==> config.mk <==
export PLATFORM = sky130hd
export DESIGN_NAME = ldw_write_port
export DESIGN_NICKNAME = d
export VERILOG_FILES = /design/src/core/ldw_pkg.sv /design/src/core/ldw_ram8.sv /design/src/core/ldw_write_port.sv
export SDC_FILE = /design/constraint.sdc
export NUM_CORES = 1
export LEC_CHECK = 0
export BUFFER_PORTS_ARGS = -buffer_cell sky130_fd_sc_hd__buf_4
export CAP_MARGIN = 10
export CORE_ASPECT_RATIO = 1.25
export CORE_MARGIN = 5
export CORE_UTILIZATION = 45
export CTS_CLUSTER_DIAMETER = 40
export DETAILED_ROUTE_END_ITERATION = 6
export GPL_TIMING_DRIVEN = 0
export HOLD_SLACK_MARGIN = 0.1
export PLACE_DENSITY_LB_ADDON = 0.3
export SYNTH_ARGS = -nofsm -noshare
export SYNTH_HDL_FRONTEND = slang
export SYNTH_SLANG_ARGS = --single-unit
==> constraint.sdc <==
create_clock -name CLK_IN -period 5.3 [get_ports CLK_IN]
set_clock_uncertainty 0.2 [all_clocks]
set_input_delay 0.265 -clock CLK_IN [delete_from_list [all_inputs] [get_ports CLK_IN]]
set_output_delay 0.265 -clock CLK_IN [all_outputs]
set_load 0.05 [all_outputs]
==> src/core/ldw_pkg.sv <==
// Shared constants, types and decode tables for the LED display write port.
// Assumes a single 125 MHz clock; all pins are synchronised by the top module.
package ldw_pkg;

   // ----------------------------------------------------------------------
   // Clock and scan timing
   // ----------------------------------------------------------------------
   localparam int CLK_MHZ           = 125;
   localparam int SCAN_DIGIT_NS     = 2000;
   localparam int SCAN_DIGIT_CYCLES = (SCAN_DIGIT_NS * CLK_MHZ) / 1000;
   localparam int GAP_NS            = 80;
   localparam int GAP_CYCLES        = (GAP_NS * CLK_MHZ + 999) / 1000;
   localparam logic [7:0] SCAN_LAST = 8'(SCAN_DIGIT_CYCLES - 1);
   localparam logic [7:0] GAP_END   = 8'(GAP_CYCLES);
   localparam logic [2:0] DIGIT_LAST = 3'h7;

   // ----------------------------------------------------------------------
   // Control word, bit order equals data lines 7 down to 0
   // ----------------------------------------------------------------------
   typedef struct packed {
      logic       seq_follow;  // Line 7: eight writes follow
      logic       hex_sel;     // Line 6: high hex, low alternate code
      logic       raw_mode;    // Line 5: high raw segments
      logic       run;         // Line 4: low means shutdown
      logic       bank_a;      // Line 3: high bank A, low bank B
      logic [2:0] digit_addr;  // Lines 2..0, line 2 is the MSB
   } ldw_ctl_t;

   localparam ldw_ctl_t CTL_RESET = 8'h58;

   // ----------------------------------------------------------------------
   // Display RAM word: shared point bit plus one nibble per bank
   // ----------------------------------------------------------------------
   typedef struct packed {
      logic       point_n;
      logic [3:0] nib_b;
      logic [3:0] nib_a;
   } ldw_word_t;

   localparam logic [8:0] WORD_RESET  = 9'h100;
   localparam logic [8:0] MASK_RAW    = 9'h17F;
   localparam logic [8:0] MASK_BANK_A = 9'h10F;
   localparam logic [8:0] MASK_BANK_B = 9'h1F0;

   // ----------------------------------------------------------------------
   // Write sequencer states and three-level input codes
   // ----------------------------------------------------------------------
   typedef enum logic [1:0] {
      LDW_ST_LOCKED = 2'b00,
      LDW_ST_SEQ    = 2'b01,
      LDW_ST_SINGLE = 2'b10
   } ldw_wr_state_t;

   localparam logic [1:0] FUNC_HIGH  = 2'h3;
   localparam logic [1:0] FUNC_FLOAT = 2'h1;
   localparam logic [1:0] FUNC_LOW   = 2'h0;

   // ----------------------------------------------------------------------
   // Character tables, segments ordered g f e d c b a
   // ----------------------------------------------------------------------
   function automatic logic [6:0] ldw_decode(input logic hex, input logic [3:0] code);
      logic [6:0] seg;
      seg = 7'h00;
      case (code)
         4'h0: seg = 7'h3F;
         4'h1: seg = 7'h06;
         4'h2: seg = 7'h5B;
         4'h3: seg = 7'h4F;
         4'h4: seg = 7'h66;
         4'h5: seg = 7'h6D;
         4'h6: seg = 7'h7D;
         4'h7: seg = 7'h07;
         4'h8: seg = 7'h7F;
         4'h9: seg = 7'h6F;
         4'hA: seg = hex ? 7'h77 : 7'h40;
         4'hB: seg = hex ? 7'h7C : 7'h79;
         4'hC: seg = hex ? 7'h39 : 7'h76;
         4'hD: seg = hex ? 7'h5E : 7'h38;
         4'hE: seg = hex ? 7'h79 : 7'h73;
         default: seg = hex ? 7'h71 : 7'h00;
      endcase
      return seg;
   endfunction

endpackage

==> src/core/ldw_ram8.sv <==
// Eight-word display RAM with a bit-masked write port and registered read.
// Assumes write and read come from logic on the same clock.
`timescale 1ns/1ps
`default_nettype none
module ldw_ram8
   import ldw_pkg::*;
(
   input  wire logic       clk_in,
   input  wire logic       rst_n_in,
   input  wire logic       ce_in,
   input  wire logic       wr_en_in,
   input  wire logic [2:0] wr_addr_in,
   input  wire logic [8:0] wr_mask_in,
   input  wire logic [8:0] wr_data_in,
   input  wire logic [2:0] rd_addr_in,
   output logic      [8:0] rd_data_out
);

   // ----------------------------------------------------------------------
   // Storage, one entry per digit
   // ----------------------------------------------------------------------
   logic [8:0] mem_reg [8];

   // Masked write keeps the untouched bank intact; every mask used also rewrites the shared point
   genvar gi;
   generate
      for (gi = 0; gi < 8; gi++) begin : g_word
         always_ff @(posedge clk_in or negedge rst_n_in) begin
            if (!rst_n_in) begin
               mem_reg[gi] <= WORD_RESET;
            end else if (ce_in && wr_en_in && (wr_addr_in == 3'(gi))) begin
               mem_reg[gi] <= (mem_reg[gi] & ~wr_mask_in) | (wr_data_in & wr_mask_in);
            end
         end
      end
   endgenerate

   // Registered read port
   always_ff @(posedge clk_in or negedge rst_n_in) begin
      if (!rst_n_in) begin
         rd_data_out <= WORD_RESET;
      end else if (ce_in) begin
         rd_data_out <= mem_reg[rd_addr_in];
      end
   end

endmodule
`default_nettype wire

==> src/core/ldw_write_port.sv <==
// Write port, display RAM and scan of an eight-digit seven-segment driver.
// Assumes the host pins are asynchronous; strobe edges must be far slower
// than the clock (pulses of several cycles, with setup before the rise).
//
// Overview of operation
// - Two write-only locations, control latch or display RAM, picked by select.
// - Data are captured on the strobe's rising edge.
// - Select high loads the control latch, low loads the display RAM.
// - Line 6 hex/alternate code, line 5 raw segments, line 4 low shutdown.
// - Line 3 selects bank A or B in decode modes; lines 2..0 digit address.
// - Each entry sequence starts with a control word, configuring all modes.
// - RAM holds banks A and B, selectable in decoded formats.
// - Bank selection ignored in raw mode, which uses all eight bits.
// - Decimal point storage is shared by both banks.
// - Latched bank bit steers data writes and the displayed bank.
// - Control word without sequence bit changes only control, keeps data.
// - Sequence bit high blanks display and starts a sequential update.
// - Eight sequential writes land in digit 1 through digit 8, chosen bank.
// - After the eighth write blanking ends and new data show.
// - After a sequential update further data writes are ignored.
// - Digits show the format set by the preceding control word.
// - Direct variant writes RAM on strobe rise, no control latch.
// - Direct variant point input is active low, low lights the point.
// - Three-level input: high hex, float alternate code, low shutdown.
// - Eight digit drives, seven segment drives and one point drive.
`timescale 1ns/1ps
`default_nettype none
module ldw_write_port
   import ldw_pkg::*;
(
   input  wire logic       CLK_IN,
   input  wire logic       RST_N_IN,
   input  wire logic       CE_IN,
   input  wire logic       VARIANT_DIRECT_IN,
   input  wire logic       WRITE_N_IN,
   input  wire logic       SELECT_IN,
   input  wire logic [7:0] DATA_LINE_IN,
   input  wire logic [2:0] DIGIT_SEL_IN,
   input  wire logic       POINT_DATA_IN_N,
   input  wire logic [1:0] TRI_LEVEL_FUNCTION_IN,
   output logic      [7:0] DIGIT_DRIVE_OUT,
   output logic      [6:0] SEGMENT_DRIVE_OUT,
   output logic            POINT_DRIVE_OUT,
   output logic            BLANKED_OUT,
   output logic            SHUTDOWN_OUT,
   output logic            SEQ_BUSY_OUT
);

   // ----------------------------------------------------------------------
   // Reset release
   // ----------------------------------------------------------------------
   logic rst_s1_reg;
   logic rst_n;

   // Asserts at once, releases two edges later
   always_ff @(posedge CLK_IN or negedge RST_N_IN) begin
      if (!RST_N_IN) begin
         rst_s1_reg <= 1'b0;
         rst_n      <= 1'b0;
      end else begin
         rst_s1_reg <= 1'b1;
         rst_n      <= rst_s1_reg;
      end
   end

   // ----------------------------------------------------------------------
   // Pin synchronisers
   // ----------------------------------------------------------------------
   logic [15:0] pin_s1_reg;
   logic [15:0] pin_s2_reg;
   logic [15:0] pin_d3_reg;
   logic [15:0] pin_raw;

   assign pin_raw = {TRI_LEVEL_FUNCTION_IN, VARIANT_DIRECT_IN, POINT_DATA_IN_N,
                     DIGIT_SEL_IN, SELECT_IN, DATA_LINE_IN};

   // Third stage gives the value seen while the strobe was still low, so
   // a zero-hold change at the rising edge cannot corrupt the capture
   always_ff @(posedge CLK_IN or negedge rst_n) begin
      if (!rst_n) begin
         pin_s1_reg <= 16'h0000;
         pin_s2_reg <= 16'h0000;
         pin_d3_reg <= 16'h0000;
      end else if (CE_IN) begin
         pin_s1_reg <= pin_raw;
         pin_s2_reg <= pin_s1_reg;
         pin_d3_reg <= pin_s2_reg;
      end
   end

   logic strobe_s1_reg;
   logic strobe_s2_reg;
   logic strobe_d3_reg;

   // Strobe idles high
   always_ff @(posedge CLK_IN or negedge rst_n) begin
      if (!rst_n) begin
         strobe_s1_reg <= 1'b1;
         strobe_s2_reg <= 1'b1;
         strobe_d3_reg <= 1'b1;
      end else if (CE_IN) begin
         strobe_s1_reg <= WRITE_N_IN;
         strobe_s2_reg <= strobe_s1_reg;
         strobe_d3_reg <= strobe_s2_reg;
      end
   end

   // ----------------------------------------------------------------------
   // Captured write fields
   // ----------------------------------------------------------------------
   logic       wr_rise;
   logic [7:0] wr_data;
   logic       wr_select;
   logic [2:0] wr_digit;
   logic       wr_point_n;
   logic       direct;
   logic [1:0] func_level;

   assign wr_rise    = strobe_s2_reg & ~strobe_d3_reg;
   assign wr_data    = pin_d3_reg[7:0];
   assign wr_select  = pin_d3_reg[8];
   assign wr_digit   = pin_d3_reg[11:9];
   assign wr_point_n = pin_d3_reg[12];
   assign direct     = pin_s2_reg[13];
   assign func_level = pin_s2_reg[15:14];

   // ----------------------------------------------------------------------
   // Control latch and write sequencer
   // ----------------------------------------------------------------------
   ldw_ctl_t      ctl_reg;
   ldw_wr_state_t state_reg;
   logic [2:0]    seq_idx_reg;
   logic          blank_reg;
   logic          ctl_wr;
   logic          ram_wr;

   assign ctl_wr = wr_rise & ~direct & wr_select;
   assign ram_wr = wr_rise & ~direct & ~wr_select;

   // Control word taken whole; its bits steer every later action outside the direct variant
   always_ff @(posedge CLK_IN or negedge rst_n) begin
      if (!rst_n) begin
         ctl_reg <= CTL_RESET;
      end else if (CE_IN && ctl_wr) begin
         ctl_reg <= ldw_ctl_t'(wr_data);
      end
   end

   // Sequencer: a new control word always restarts it
   always_ff @(posedge CLK_IN or negedge rst_n) begin
      if (!rst_n) begin
         state_reg   <= LDW_ST_LOCKED;
         seq_idx_reg <= 3'h0;
      end else if (CE_IN) begin
         if (ctl_wr) begin
            seq_idx_reg <= 3'h0;
            if (wr_data[7]) begin
               state_reg <= LDW_ST_SEQ;
            end else begin
               state_reg <= LDW_ST_SINGLE;
            end
         end else if (ram_wr) begin
            case (state_reg)
               LDW_ST_SEQ: begin
                  seq_idx_reg <= seq_idx_reg + 3'h1;
                  if (seq_idx_reg == DIGIT_LAST) begin
                     state_reg <= LDW_ST_LOCKED;
                  end
               end
               LDW_ST_SINGLE: begin
                  state_reg <= LDW_ST_LOCKED;
               end
               default: begin
                  state_reg <= LDW_ST_LOCKED;
               end
            endcase
         end
      end
   end

   // Blanking spans the whole sequential load
   always_ff @(posedge CLK_IN or negedge rst_n) begin
      if (!rst_n) begin
         blank_reg <= 1'b0;
      end else if (CE_IN) begin
         if (ctl_wr) begin
            blank_reg <= wr_data[7];
         end else if (ram_wr && state_reg == LDW_ST_SEQ && seq_idx_reg == DIGIT_LAST) begin
            blank_reg <= 1'b0;
         end
      end
   end

   // ----------------------------------------------------------------------
   // RAM write path
   // ----------------------------------------------------------------------
   logic       mem_we;
   logic [2:0] mem_addr;
   logic [8:0] mem_mask;
   logic [8:0] mem_data;

   // Point bit is written with every word into shared storage
   always_comb begin
      mem_we   = 1'b0;
      mem_addr = ctl_reg.digit_addr;
      mem_mask = MASK_BANK_A;
      mem_data = {wr_data[7], 4'h0, wr_data[3:0]};
      if (direct) begin
         mem_we   = wr_rise;
         mem_addr = wr_digit;
         mem_data = {wr_point_n, 4'h0, wr_data[3:0]};
      end else begin
         mem_we = ram_wr && (state_reg != LDW_ST_LOCKED);
         if (state_reg == LDW_ST_SEQ) begin
            mem_addr = seq_idx_reg;
         end
         if (ctl_reg.raw_mode) begin
            mem_mask = MASK_RAW;
            mem_data = {wr_data[7], 1'b0, wr_data[6:0]};
         end else if (!ctl_reg.bank_a) begin
            mem_mask = MASK_BANK_B;
            mem_data = {wr_data[7], wr_data[3:0], 4'h0};
         end
      end
   end

   // ----------------------------------------------------------------------
   // Display RAM
   // ----------------------------------------------------------------------
   logic [2:0] scan_idx_reg;
   ldw_word_t  rd_word;

   ldw_ram8 u_ram (
      .clk_in      (CLK_IN),
      .rst_n_in    (rst_n),
      .ce_in       (CE_IN),
      .wr_en_in    (mem_we),
      .wr_addr_in  (mem_addr),
      .wr_mask_in  (mem_mask),
      .wr_data_in  (mem_data),
      .rd_addr_in  (scan_idx_reg),
      .rd_data_out (rd_word)
   );

   // ----------------------------------------------------------------------
   // Effective display format
   // ----------------------------------------------------------------------
   logic eff_hex;
   logic eff_raw;
   logic eff_bank_a;
   logic eff_shut;

   // Direct variant takes its format from the three-level pin
   always_comb begin
      if (direct) begin
         eff_hex    = (func_level == FUNC_HIGH);
         eff_shut   = (func_level == FUNC_LOW);
         eff_raw    = 1'b0;
         eff_bank_a = 1'b1;
      end else begin
         eff_hex    = ctl_reg.hex_sel;
         eff_raw    = ctl_reg.raw_mode;
         eff_bank_a = ctl_reg.bank_a | ctl_reg.raw_mode;
         eff_shut   = ~ctl_reg.run;
      end
   end

   // ----------------------------------------------------------------------
   // Digit scan
   // ----------------------------------------------------------------------
   logic [7:0] presc_reg;

   // Scan freezes in shutdown; data entry still works meanwhile
   always_ff @(posedge CLK_IN or negedge rst_n) begin
      if (!rst_n) begin
         presc_reg    <= 8'h00;
         scan_idx_reg <= 3'h0;
      end else if (CE_IN && !eff_shut) begin
         if (presc_reg == SCAN_LAST) begin
            presc_reg    <= 8'h00;
            scan_idx_reg <= scan_idx_reg + 3'h1;
         end else begin
            presc_reg <= presc_reg + 8'h01;
         end
      end
   end

   // ----------------------------------------------------------------------
   // Segment pattern
   // ----------------------------------------------------------------------
   logic [3:0] code;
   logic [6:0] pattern;

   // Raw bit order: 6 a, 5 b, 4 c, 3 e, 2 g, 1 f, 0 d
   always_comb begin
      code    = eff_bank_a ? rd_word.nib_a : rd_word.nib_b;
      pattern = ldw_decode(eff_hex, code);
      if (eff_raw) begin
         pattern = {rd_word.nib_b[2], rd_word.nib_a[1], rd_word.nib_a[3],
                    rd_word.nib_a[0], rd_word.nib_b[0], rd_word.nib_b[1],
                    rd_word.nib_b[2]};
         pattern[0] = rd_word.nib_b[2];
         pattern[6] = rd_word.nib_a[2];
      end
   end

   // ----------------------------------------------------------------------
   // Output drivers
   // ----------------------------------------------------------------------
   logic lit;

   // Guard band at each digit change keeps two digits from overlapping
   assign lit = ~eff_shut & ~blank_reg & (presc_reg >= GAP_END);

   // Digit drives, one hot while lit
   always_ff @(posedge CLK_IN or negedge rst_n) begin
      if (!rst_n) begin
         DIGIT_DRIVE_OUT <= 8'h00;
      end else if (CE_IN) begin
         DIGIT_DRIVE_OUT <= lit ? (8'h01 << scan_idx_reg) : 8'h00;
      end
   end

   // Segment and point drives follow the RAM word two cycles behind
   always_ff @(posedge CLK_IN or negedge rst_n) begin
      if (!rst_n) begin
         SEGMENT_DRIVE_OUT <= 7'h00;
         POINT_DRIVE_OUT   <= 1'b0;
      end else if (CE_IN) begin
         SEGMENT_DRIVE_OUT <= (eff_shut | blank_reg) ? 7'h00 : pattern;
         POINT_DRIVE_OUT   <= ~(eff_shut | blank_reg | rd_word.point_n);
      end
   end

   // Status outputs
   always_ff @(posedge CLK_IN or negedge rst_n) begin
      if (!rst_n) begin
         BLANKED_OUT  <= 1'b0;
         SHUTDOWN_OUT <= 1'b0;
         SEQ_BUSY_OUT <= 1'b0;
      end else if (CE_IN) begin
         BLANKED_OUT  <= blank_reg;
         SHUTDOWN_OUT <= eff_shut;
         SEQ_BUSY_OUT <= (state_reg == LDW_ST_SEQ);
      end
   end

endmodule
`default_nettype wire

==> flow_summary_export.csv, run 1 <==
group,metric,value,unit
sta,tightest_slew,0.932,ns
placed_design,io_buffers,37,
sta,max_clock_freq,370,MHz
synthesis,synth_top_area_cell,"dfrtp_1",
power_and_ir_drop,clkPwrFrac,26.6,%
power_and_ir_drop,power.static_leakage,0.00424,µW
synthesis,synthArstFlopShare,100,%
sta,tns,0,ns
setup_path,critPathKind,"reg2reg",
routing,dr.first_iter.drc_count,297,
die,initial_core_util,45.8,%
final_layout,drive_gt1_share,34.6,%
synthesis,synth_nets,682,
final_layout,n_fill_cell,1508,
clock_tree,cts_tree,"done",
routing,viasPerCell,5.68,
routing,vias,5503,
synthesis,synth_area_per_cell,12.7,µm²
synthesis,synth_cell_types,68,
power_and_ir_drop,power_frac_comb,31.5,%
final_layout,nets,759,
power_and_ir_drop,irDropWorstVdd,243,µV
final_layout,fin_cells,968,
synthesis,yosysSeqAreaShare,52.7,%
placed_design,dpl.hpwl,13400,µm
flow_run,drv_cap,0,
power_and_ir_drop,switchingPower,1620,µW
power_and_ir_drop,p_sw_share,34.7,%
routing,drc,0,
setup_path,worstPathCellList,"clkbuf_1 > o21bai_1 > a21o_1 > buf_2 > nor4b_2 > and3_1 > mux2_2",
setup_path,crit_family,"simple AND/OR/NAND/NOR gates",
clock_tree,root_buffer,"clkbuf_16",
sta,slew_violations,0,
routing,antenna_left,0,
routing,firstDrtPassIters,7,
setup_path,end_kind,"register",
synthesis,synth.top_cell.area_share,47.9,%
die,die_w,131,µm
setup_path,worstSetupStartpointType,"register",
synthesis,synth-main-ff-cell,"dfrtp_1",
worst_hold_path,hp-class,"reg2reg",
die,core_area,18100,µm²
sta,relSlewSlack,37.9,%
clock_tree,cts_buffers,17,
setup_path,worstPathMaxFanout,10,
setup_path,path_buf_inv,2,
global_routing,gr-total-overflow,0,
placed_design,dp.cells,918,
die,dieHeight,162,µm
clock_tree,cts_max_path_buffers,2,
final_layout,syn_to_final_growth,16.8,%
clock_tree,cts_sinks,174,
routing,wl_per_cell,19.0,µm
synthesis,netlist_area,8300,µm²
synthesis,synth_warnings,0,
synthesis,ys_seq_elements,174,
global_routing,antenna_found_initial,0,
final_layout,n_antenna_cell,0,
power_and_ir_drop,power.density,482,nW/µm²
synthesis,synth_edf_count,0,
status,status,"finished clean",
clock_tree,clk_pin_slew,0.07,ns
global_routing,grt_pass1_vias,5866,
global_routing,grt_max_degree,71,
placed_design,gp_congestion,0.892,
clock_tree,holdBufCountCts,19,
setup_path,slowest_stage,"nor4b_2",
routing,finalWirelength,18400,µm
clock_tree,cts_resized,0,
sta,setup_violations,0,
power_and_ir_drop,power.share.sequential,41.9,%
sta,rsz0062_at_grt,"false",
synthesis,synth.area.top_cells,"dfrtp_1, mux2_2, mux4_2",
setup_path,cp.required,5.41,ns
sta,hold_violations,0,
power_and_ir_drop,power.internal,3050,µW
die,ios,39,
global_routing,grt_usage,18.1,%
synthesis,synthCells,651,
sta,fin_crit_sh,51.0,%
clock_tree,cts_htree_levels,4,
die,rows,55,
die,die_area,21300,µm²
clock_tree,post-cts-setup-buffers,0,
sta,fin_crit,2.70,ns
global_routing,grt_pass1_wl,31100,µm
setup_path,cpPeakStageDelay,0.49,ns
clock_tree,clk_latency,0.42,ns
setup_path,cp.arrival,2.81,ns
-- metrics by stage --
stage               instance area, µm²  power, µW  setup slack, ns  utilization (%)  hold WS (ns)
floorplan                         8300       3000             2.24                -        -0.231
global placement                  8860       3360             1.35             49.0        -0.152
detailed placement                8910       3430             2.63             49.2        -0.152
CTS                               9690       4700             2.60             53.5         0.160
global route                      9690       4930             2.50             53.5         0.169
finish                            9690       4670             2.60             53.5         0.157
-- layout make-up --
cell class | count | area, µm² | area share (%)
multi-input combinational | 427 | 3700 | 38.2
timing repair buffer | 58 | 515 | 5.32
buffer | 43 | 195 | 2.01
tap | 228 | 285 | 2.94
clock inverter | 14 | 160 | 1.65
clock buffer | 17 | 425 | 4.39
inverter | 7 | 26.3 | 0.271
sequential | 174 | 4380 | 45.2
-- cells by family (layout without fill, tap and decap cells) --
family / count (synthesis) / after routing / synth area share (%)
simple gates: 155 / 155 / 10.2
xor+xnor: 7 / 7 / 0.739
buf+inv: 50 / 139 / 2.67
flops: 174 / 174 / 52.7
fa+ha+maj: 11 / 11 / 1.66
mux: 161 / 161 / 24.2
other cells: 1 / 1 / 0.0452
compound gates: 92 / 92 / 7.84
-- final timing paths --
path	depth (start not counted)	slack, ns	end	start
min in group asynchronous	0	0.28	async pin	rst_n
max reg2reg	7	2.60	register	pin_d3_reg[8]
max in group asynchronous	2	3.48	ctl_reg[4]	rst_n
min reg2reg	0	0.16	rst_n	rst_s1_reg
max	7	2.60	register	pin_d3_reg[8]
min	0	0.16	rst_n	rst_s1_reg
-- layer usage --
layer  GRT usage, %  vias to the layer above  share of wire (%)  wire [µm]
met2           31.7                       90                 53       9750
li1               -                     2549                  -          -
met1           22.4                     2842                 42       7760
met4           6.13                        0                1.9        345
met3           3.56                       22                3.0        553
met5              0                        -                  0          0
-- Yosys cell counts (3+ instances only) --
| cell type | n |
|---|---|
| nand2_1 | 44 |
| a21o_1 | 4 |
| a32o_1 | 3 |
| or3_1 | 4 |
| buf_2 | 11 |
| nor2b_1 | 5 |
| nor2_1 | 24 |
| and2_1 | 4 |
| ha_1 | 11 |
| dfrtp_1 | 159 |
| a22o_1 | 11 |
| nor3_1 | 5 |
| nor4_1 | 14 |
| nor3_2 | 3 |
| a21oi_1 | 11 |
| mux2i_1 | 10 |
| o211ai_1 | 3 |
| clkbuf_1 | 19 |
| mux2_1 | 13 |
| nand4_1 | 4 |
| o21a_1 | 4 |
| o31ai_1 | 3 |
| o21ai_0 | 14 |
| mux2_2 | 119 |
| mux4_2 | 18 |
| buf_1 | 7 |
| nand2b_1 | 8 |
| o21ai_1 | 4 |
| buf_4 | 5 |
| a22oi_1 | 7 |
| and3_1 | 4 |
| a31oi_1 | 11 |
| xnor2_1 | 7 |
| nand3_1 | 19 |
| dfstp_2 | 15 |
| inv_1 | 6 |
-- power groups by stage --
stage	registers [µW]	logic [µW]	clock network, µW
floorplan	2020	978	0
global route	2000	1600	1340
finish	1950	1470	1240
detailed placement	1970	1460	0
CTS	1950	1480	1270
global placement	1960	1400	0
-- layout by cell type (no fill, tap or decap), drive strengths merged, types with 4 or more instances in the layout --
master | synthesis | routed
nand2 | 44 | 44
nand4 | 4 | 4
dfstp | 15 | 15
and2 | 4 | 4
mux2 | 133 | 133
and3 | 4 | 4
mux2i | 10 | 10
a21o | 4 | 4
a21oi | 12 | 12
nor2b | 5 | 5
dfrtp | 159 | 159
ha | 11 | 11
nand2b | 8 | 8
dlygate4sd3 | 0 | 19
nand3 | 20 | 20
o21a | 4 | 4
a22o | 11 | 11
xnor2 | 7 | 7
or3 | 5 | 5
mux4 | 18 | 18
clkinv | 1 | 5
buf | 23 | 62
nor3 | 9 | 9
inv | 6 | 12
nor4 | 16 | 16
clkbuf | 20 | 37
nor2 | 26 | 26
a22oi | 7 | 7
a31oi | 11 | 11
o21ai | 19 | 19
(Power assumes the default switching activity.)
==> run 2: changes to the inputs <==
==> constraint.sdc (replaced) <==
create_clock -name CLK_IN -period 2.45 [get_ports CLK_IN]
set_clock_uncertainty 0.2 [all_clocks]
set_input_delay 0.1225 -clock CLK_IN [delete_from_list [all_inputs] [get_ports CLK_IN]]
set_output_delay 0.1225 -clock CLK_IN [all_outputs]
set_load 0.05 [all_outputs]
==> flow_summary_export.csv, run 2 (synthesis results as in run 1) <==
group,metric,value,unit
status,status,"finished clean",
global_routing,grt_pass1_vias,6003,
die,ios,39,
clock_tree,clk_pin_slew,0.07,ns
setup_path,worstPathCellList,"nand2b_4 > buf_4 > a211oi_4 > buf_4 > nor2_4 > buf_8 > nor4_4 > mux2_4",
sta,fin_crit_sh,98.0,%
global_routing,grt_pass1_wl,31200,µm
routing,firstDrtPassIters,4,
global_routing,antenna_found_initial,0,
clock_tree,cts_tree,"done",
clock_tree,cts_sinks,174,
final_layout,n_antenna_cell,0,
routing,antenna_left,0,
final_layout,final_cell_mix,"dfrtp_1, mux2_2, buf_4",
die,initial_core_util,45.8,%
setup_path,cpPeakStageDelay,0.45,ns
global_routing,grt_usage,18.2,%
clock_tree,cts_htree_levels,4,
final_layout,final_common_cell,"dfrtp_1",
final_layout,syn_to_final_growth,20.7,%
routing,viasPerCell,5.67,
routing,drc,0,
routing,finalWirelength,18900,µm
die,die_w,131,µm
setup_path,cp.arrival,2.51,ns
clock_tree,cts_max_path_buffers,2,
placed_design,dp_worst_setup_slack,-0.208,ns
setup_path,worstSetupStartpointType,"register",
routing,wl_per_cell,19.3,µm
die,rows,55,
setup_path,worstPathMaxFanout,9,
placed_design,placed_area,8920,µm²
setup_path,slowest_stage,"dfrtp_2",
clock_tree,root_buffer,"clkbuf_16",
sta,tns,0,ns
power_and_ir_drop,power.density,1050,nW/µm²
power_and_ir_drop,irDropWorstVdd,475,µV
global_routing,gr-total-overflow,0,
clock_tree,clk_latency,0.43,ns
final_layout,nets,770,
worst_hold_path,hp-class,"reg2async",
sta,relSlewSlack,50.5,%
sta,max_clock_freq,417,MHz
sta,setup_ws,0.0493,ns
sta,tightest_slew,0.742,ns
routing,vias,5558,
flow_run,drv_cap,0,
routing,dr.first_iter.drc_count,324,
sta,hold_violations,0,
final_layout,fin_area,10000,µm²
placed_design,dpl.hpwl,13600,µm
clock_tree,cts_buffers,17,
sta,fin_crit,2.40,ns
setup_path,cp.required,2.56,ns
sta,rsz0062_at_grt,"true",
die,dieHeight,162,µm
placed_design,gp_congestion,0.876,
sta,setup_violations,0,
setup_path,end_kind,"register",
placed_design,io_buffers,37,
global_routing,grt_max_degree,74,
setup_path,crit_top_cell,"buf_4",
power_and_ir_drop,power.static_leakage,0.00435,µW
final_layout,drive_gt1_share,39.4,%
setup_path,critPathKind,"reg2reg",
die,die_area,21300,µm²
die,core_area,18100,µm²
sta,slew_violations,0,
[run 2: worst paths after layout]
path                                   start    endpoint  slack, ns  cells after the start
worst min-delay path                   rst_n   async pin       0.16                      0
worst min register to register         rst_n   async pin       0.16                      0
worst max register to register  state_reg[1]    register       0.05                      8
max in group asynchronous              rst_n  ctl_reg[3]       1.05                      1
worst max-delay path            state_reg[1]    register       0.05                      8
min in group CLK_IN               rst_s1_reg       rst_n       0.16                      0
[run 2: per-layer routing]
metal / vias up / global-route usage [%] / part of all wire [%]
met1: 2851 / 22.1 / 42
met4: 0 / 6.92 / 2.1
met2: 109 / 32.2 / 53
li1: 2572 / - / -
met3: 26 / 3.35 / 2.9
met5: - / 0 / 0
[run 2: final cells by class]
cell class                 instances  area (µm²)
multi-input combinational        427        3870
inverter                           7        30.0
clock inverter                    14         158
sequential                       174        4380
fill                            1467        8080
timing repair buffer              72         631
clock buffer                      18         439
buffer                            40         223
tap                              228         285
[run 2: through the flow]
| step | hold slack, ns | total power, µW | utilization (%) | cells |
|---|---|---|---|---|
| 2_1_floorplan | -0.373 | 6490 | - | 651 |
| 3_3_place_gp | -0.295 | 7270 | 49.0 | 916 |
| 3_5_place_dp | -0.295 | 7440 | 49.3 | 918 |
| 4_1_cts | 0.166 | 10300 | 54.2 | 972 |
| 5_1_grt | 0.170 | 11100 | 55.3 | 980 |
| 6_report | 0.160 | 10600 | 55.3 | 980 |
[run 2: worst max-delay path: cells and delay by family (launching register included)]
| family | cells | cell delay [ns] |
|---|---|---|
| buffers and inverters | 3 | 0.50 |
| and+or+nand+nor | 3 | 0.48 |
| DFF | 1 | 0.45 |
| muxes | 1 | 0.33 |
| AOI/OAI and AO/OA | 1 | 0.32 |
[run 2: power by group]
part	internal, µW	switching, µW
sequential	3690	569
clock	1550	1190
combinational	1630	1950
[run 2: timing repair]
item	4_1_cts	5_1_grt
buffers inserted	4	9
gates resized for setup	17	35
setup endpoints to repair	63	62
pin swaps	4	4
hold endpoints to repair	22	0
hold buffers	20	0
gates cloned	0	0
==> run 3: changes to the inputs <==
--- a/config.mk
+++ b/config.mk
@@ -13,7 +13,7 @@
 export CTS_CLUSTER_DIAMETER = 40
 export DETAILED_ROUTE_END_ITERATION = 6
 export GPL_TIMING_DRIVEN = 0
-export HOLD_SLACK_MARGIN = 0.1
+export MAX_ROUTING_LAYER = met4
 export PLACE_DENSITY_LB_ADDON = 0.3
 export SYNTH_ARGS = -nofsm -noshare
 export SYNTH_HDL_FRONTEND = slang
==> flow_summary_export.csv, run 3 (synthesis results as in run 1) <==
group,metric,value,unit
power_and_ir_drop,power_frac_comb,33.5,%
routing,drc,0,
setup_path,worstPathCellList,"nand2b_1 > buf_4 > mux2i_2 > o21a_1 > buf_4 > and3_1 > mux2_2",
final_layout,final_common_cell,"dfrtp_1",
clock_tree,cts_buffers,17,
routing,vias,5593,
setup_path,critPathKind,"reg2reg",
power_and_ir_drop,power.density,1050,nW/µm²
sta,max_clock_freq,413,MHz
setup_path,cp.required,2.56,ns
power_and_ir_drop,total_power,10400,µW
setup_path,worstSetupStartpointType,"register",
routing,viasPerCell,5.73,
setup_path,cp.arrival,2.53,ns
placed_design,io_buffers,37,
power_and_ir_drop,power.share.sequential,40.6,%
die,rows,55,
die,die_w,131,µm
power_and_ir_drop,irDropWorstVdd,502,µV
sta,rsz0062_at_grt,"true",
routing,firstDrtPassIters,6,
clock_tree,root_buffer,"clkbuf_16",
setup_path,worstPathMaxFanout,10,
worst_hold_path,hp-class,"reg2async",
final_layout,fin_area,9930,µm²
final_layout,syn_to_final_growth,19.6,%
clock_tree,cts_tree,"done",
sta,fin_crit_sh,98.8,%
sta,tightest_slew,0.783,ns
final_layout,final_cell_mix,"dfrtp_1, mux2_2, buf_4",
setup_path,slowest_stage,"dfrtp_2",
die,dieHeight,162,µm
setup_path,cpPeakStageDelay,0.44,ns
die,initial_core_util,45.8,%
setup_path,end_kind,"register",
global_routing,grt_pass1_vias,5988,
routing,finalWirelength,18800,µm
sta,hold_violations,0,
final_layout,nets,766,
power_and_ir_drop,power.internal,6710,µW
die,core_area,18100,µm²
power_and_ir_drop,clkPwrFrac,25.8,%
global_routing,gr-total-overflow,0,
routing,wl_per_cell,19.2,µm
sta,slew_violations,0,
setup_path,crit_top_cell,"buf_4",
clock_tree,clk_pin_slew,0.07,ns
clock_tree,cts_max_path_buffers,2,
global_routing,grt_pass1_wl,31700,µm
final_layout,n_antenna_cell,0,
power_and_ir_drop,p_sw_share,35.6,%
die,die_area,21300,µm²
final_layout,drive_gt1_share,38.9,%
setup_path,crit_family,"multiplexers",
global_routing,grt_max_degree,76,
global_routing,grt_usage,18.8,%
power_and_ir_drop,power.static_leakage,0.00433,µW
die,ios,39,
clock_tree,clk_latency,0.42,ns
routing,antenna_left,0,
clock_tree,cts_sinks,174,
setup_path,path_buf_inv,2,
sta,setup_violations,0,
global_routing,antenna_found_initial,0,
placed_design,dpl.hpwl,13600,µm
routing,dr.first_iter.drc_count,363,
flow_run,drv_cap,0,
sta,relSlewSlack,47.8,%
clock_tree,cts_htree_levels,4,
placed_design,placed_area,8920,µm²
placed_design,gp_congestion,0.893,
status,status,"finished clean",
sta,fin_crit,2.42,ns
power_and_ir_drop,switchingPower,3700,µW
## run 3: power groups by stage
stage | Sequential [µW] | Clock, µW | Combinational [µW]
3_5_place_dp | 4260 | 0 | 3190
6_report | 4230 | 2690 | 3490
4_1_cts | 4220 | 2750 | 3310
2_1_floorplan | 4370 | 0 | 2120
5_1_grt | 4330 | 2860 | 3780
3_3_place_gp | 4240 | 0 | 3040
## run 3: per-layer routing
metal | global-route usage [%] | vias up | part of all wire, %
met5 | - | - | 0
met4 | 6.55 | 0 | 2.6
met3 | 3.19 | 30 | 3.0
met2 | 32.0 | 118 | 53
met1 | 22.7 | 2880 | 42
li1 | - | 2565 | -
## run 3: worst paths after layout
kind	to	slack (ns)	cells past startpoint	startpoint
hold reg to reg	async pin	0.14	0	rst_n
max in group asynchronous	ctl_reg[4]	0.79	2	rst_n
hold / removal	async pin	0.14	0	rst_n
min in group CLK_IN	SEGMENT_DRIVE_OUT[6]	0.14	4	CE_IN
setup reg to reg	register	0.03	7	state_reg[1]
setup / recovery	register	0.03	7	state_reg[1]
## run 3: final cells by class
class / instances / area (µm²)
fill: 1497 / 8170
timing repair buffer: 69 / 609
buffer: 39 / 208
multi-input combinational: 427 / 3820
clock inverter: 15 / 170
sequential: 174 / 4380
inverter: 7 / 26.3
tap: 228 / 285
clock buffer: 17 / 425
## run 3: through the flow
| stage | std cells | hold WS [ns] | util [%] | worst slack, ns | TNS, ns |
|---|---|---|---|---|---|
| after floorplan | 651 | -0.373 | - | 0.170 | 0 |
| after global placement | 916 | -0.295 | 49.0 | -0.153 | -10.45 |
| after global routing | 976 | 0.163 | 54.8 | -0.0398 | -0.404 |
| after detailed placement | 918 | -0.292 | 49.3 | -0.222 | -5.36 |
| final | 976 | 0.139 | 54.8 | 0.0304 | 0 |
| after CTS | 971 | 0.125 | 54.1 | 0.00973 | 0 |
## run 3: timing repair
action,CTS,global route
buffers inserted,4,7
gates resized for setup,16,26
pin swaps,3,3
endpoints found under the setup margin,66,69
hold endpoints to repair,19,0
hold buffers,19,0
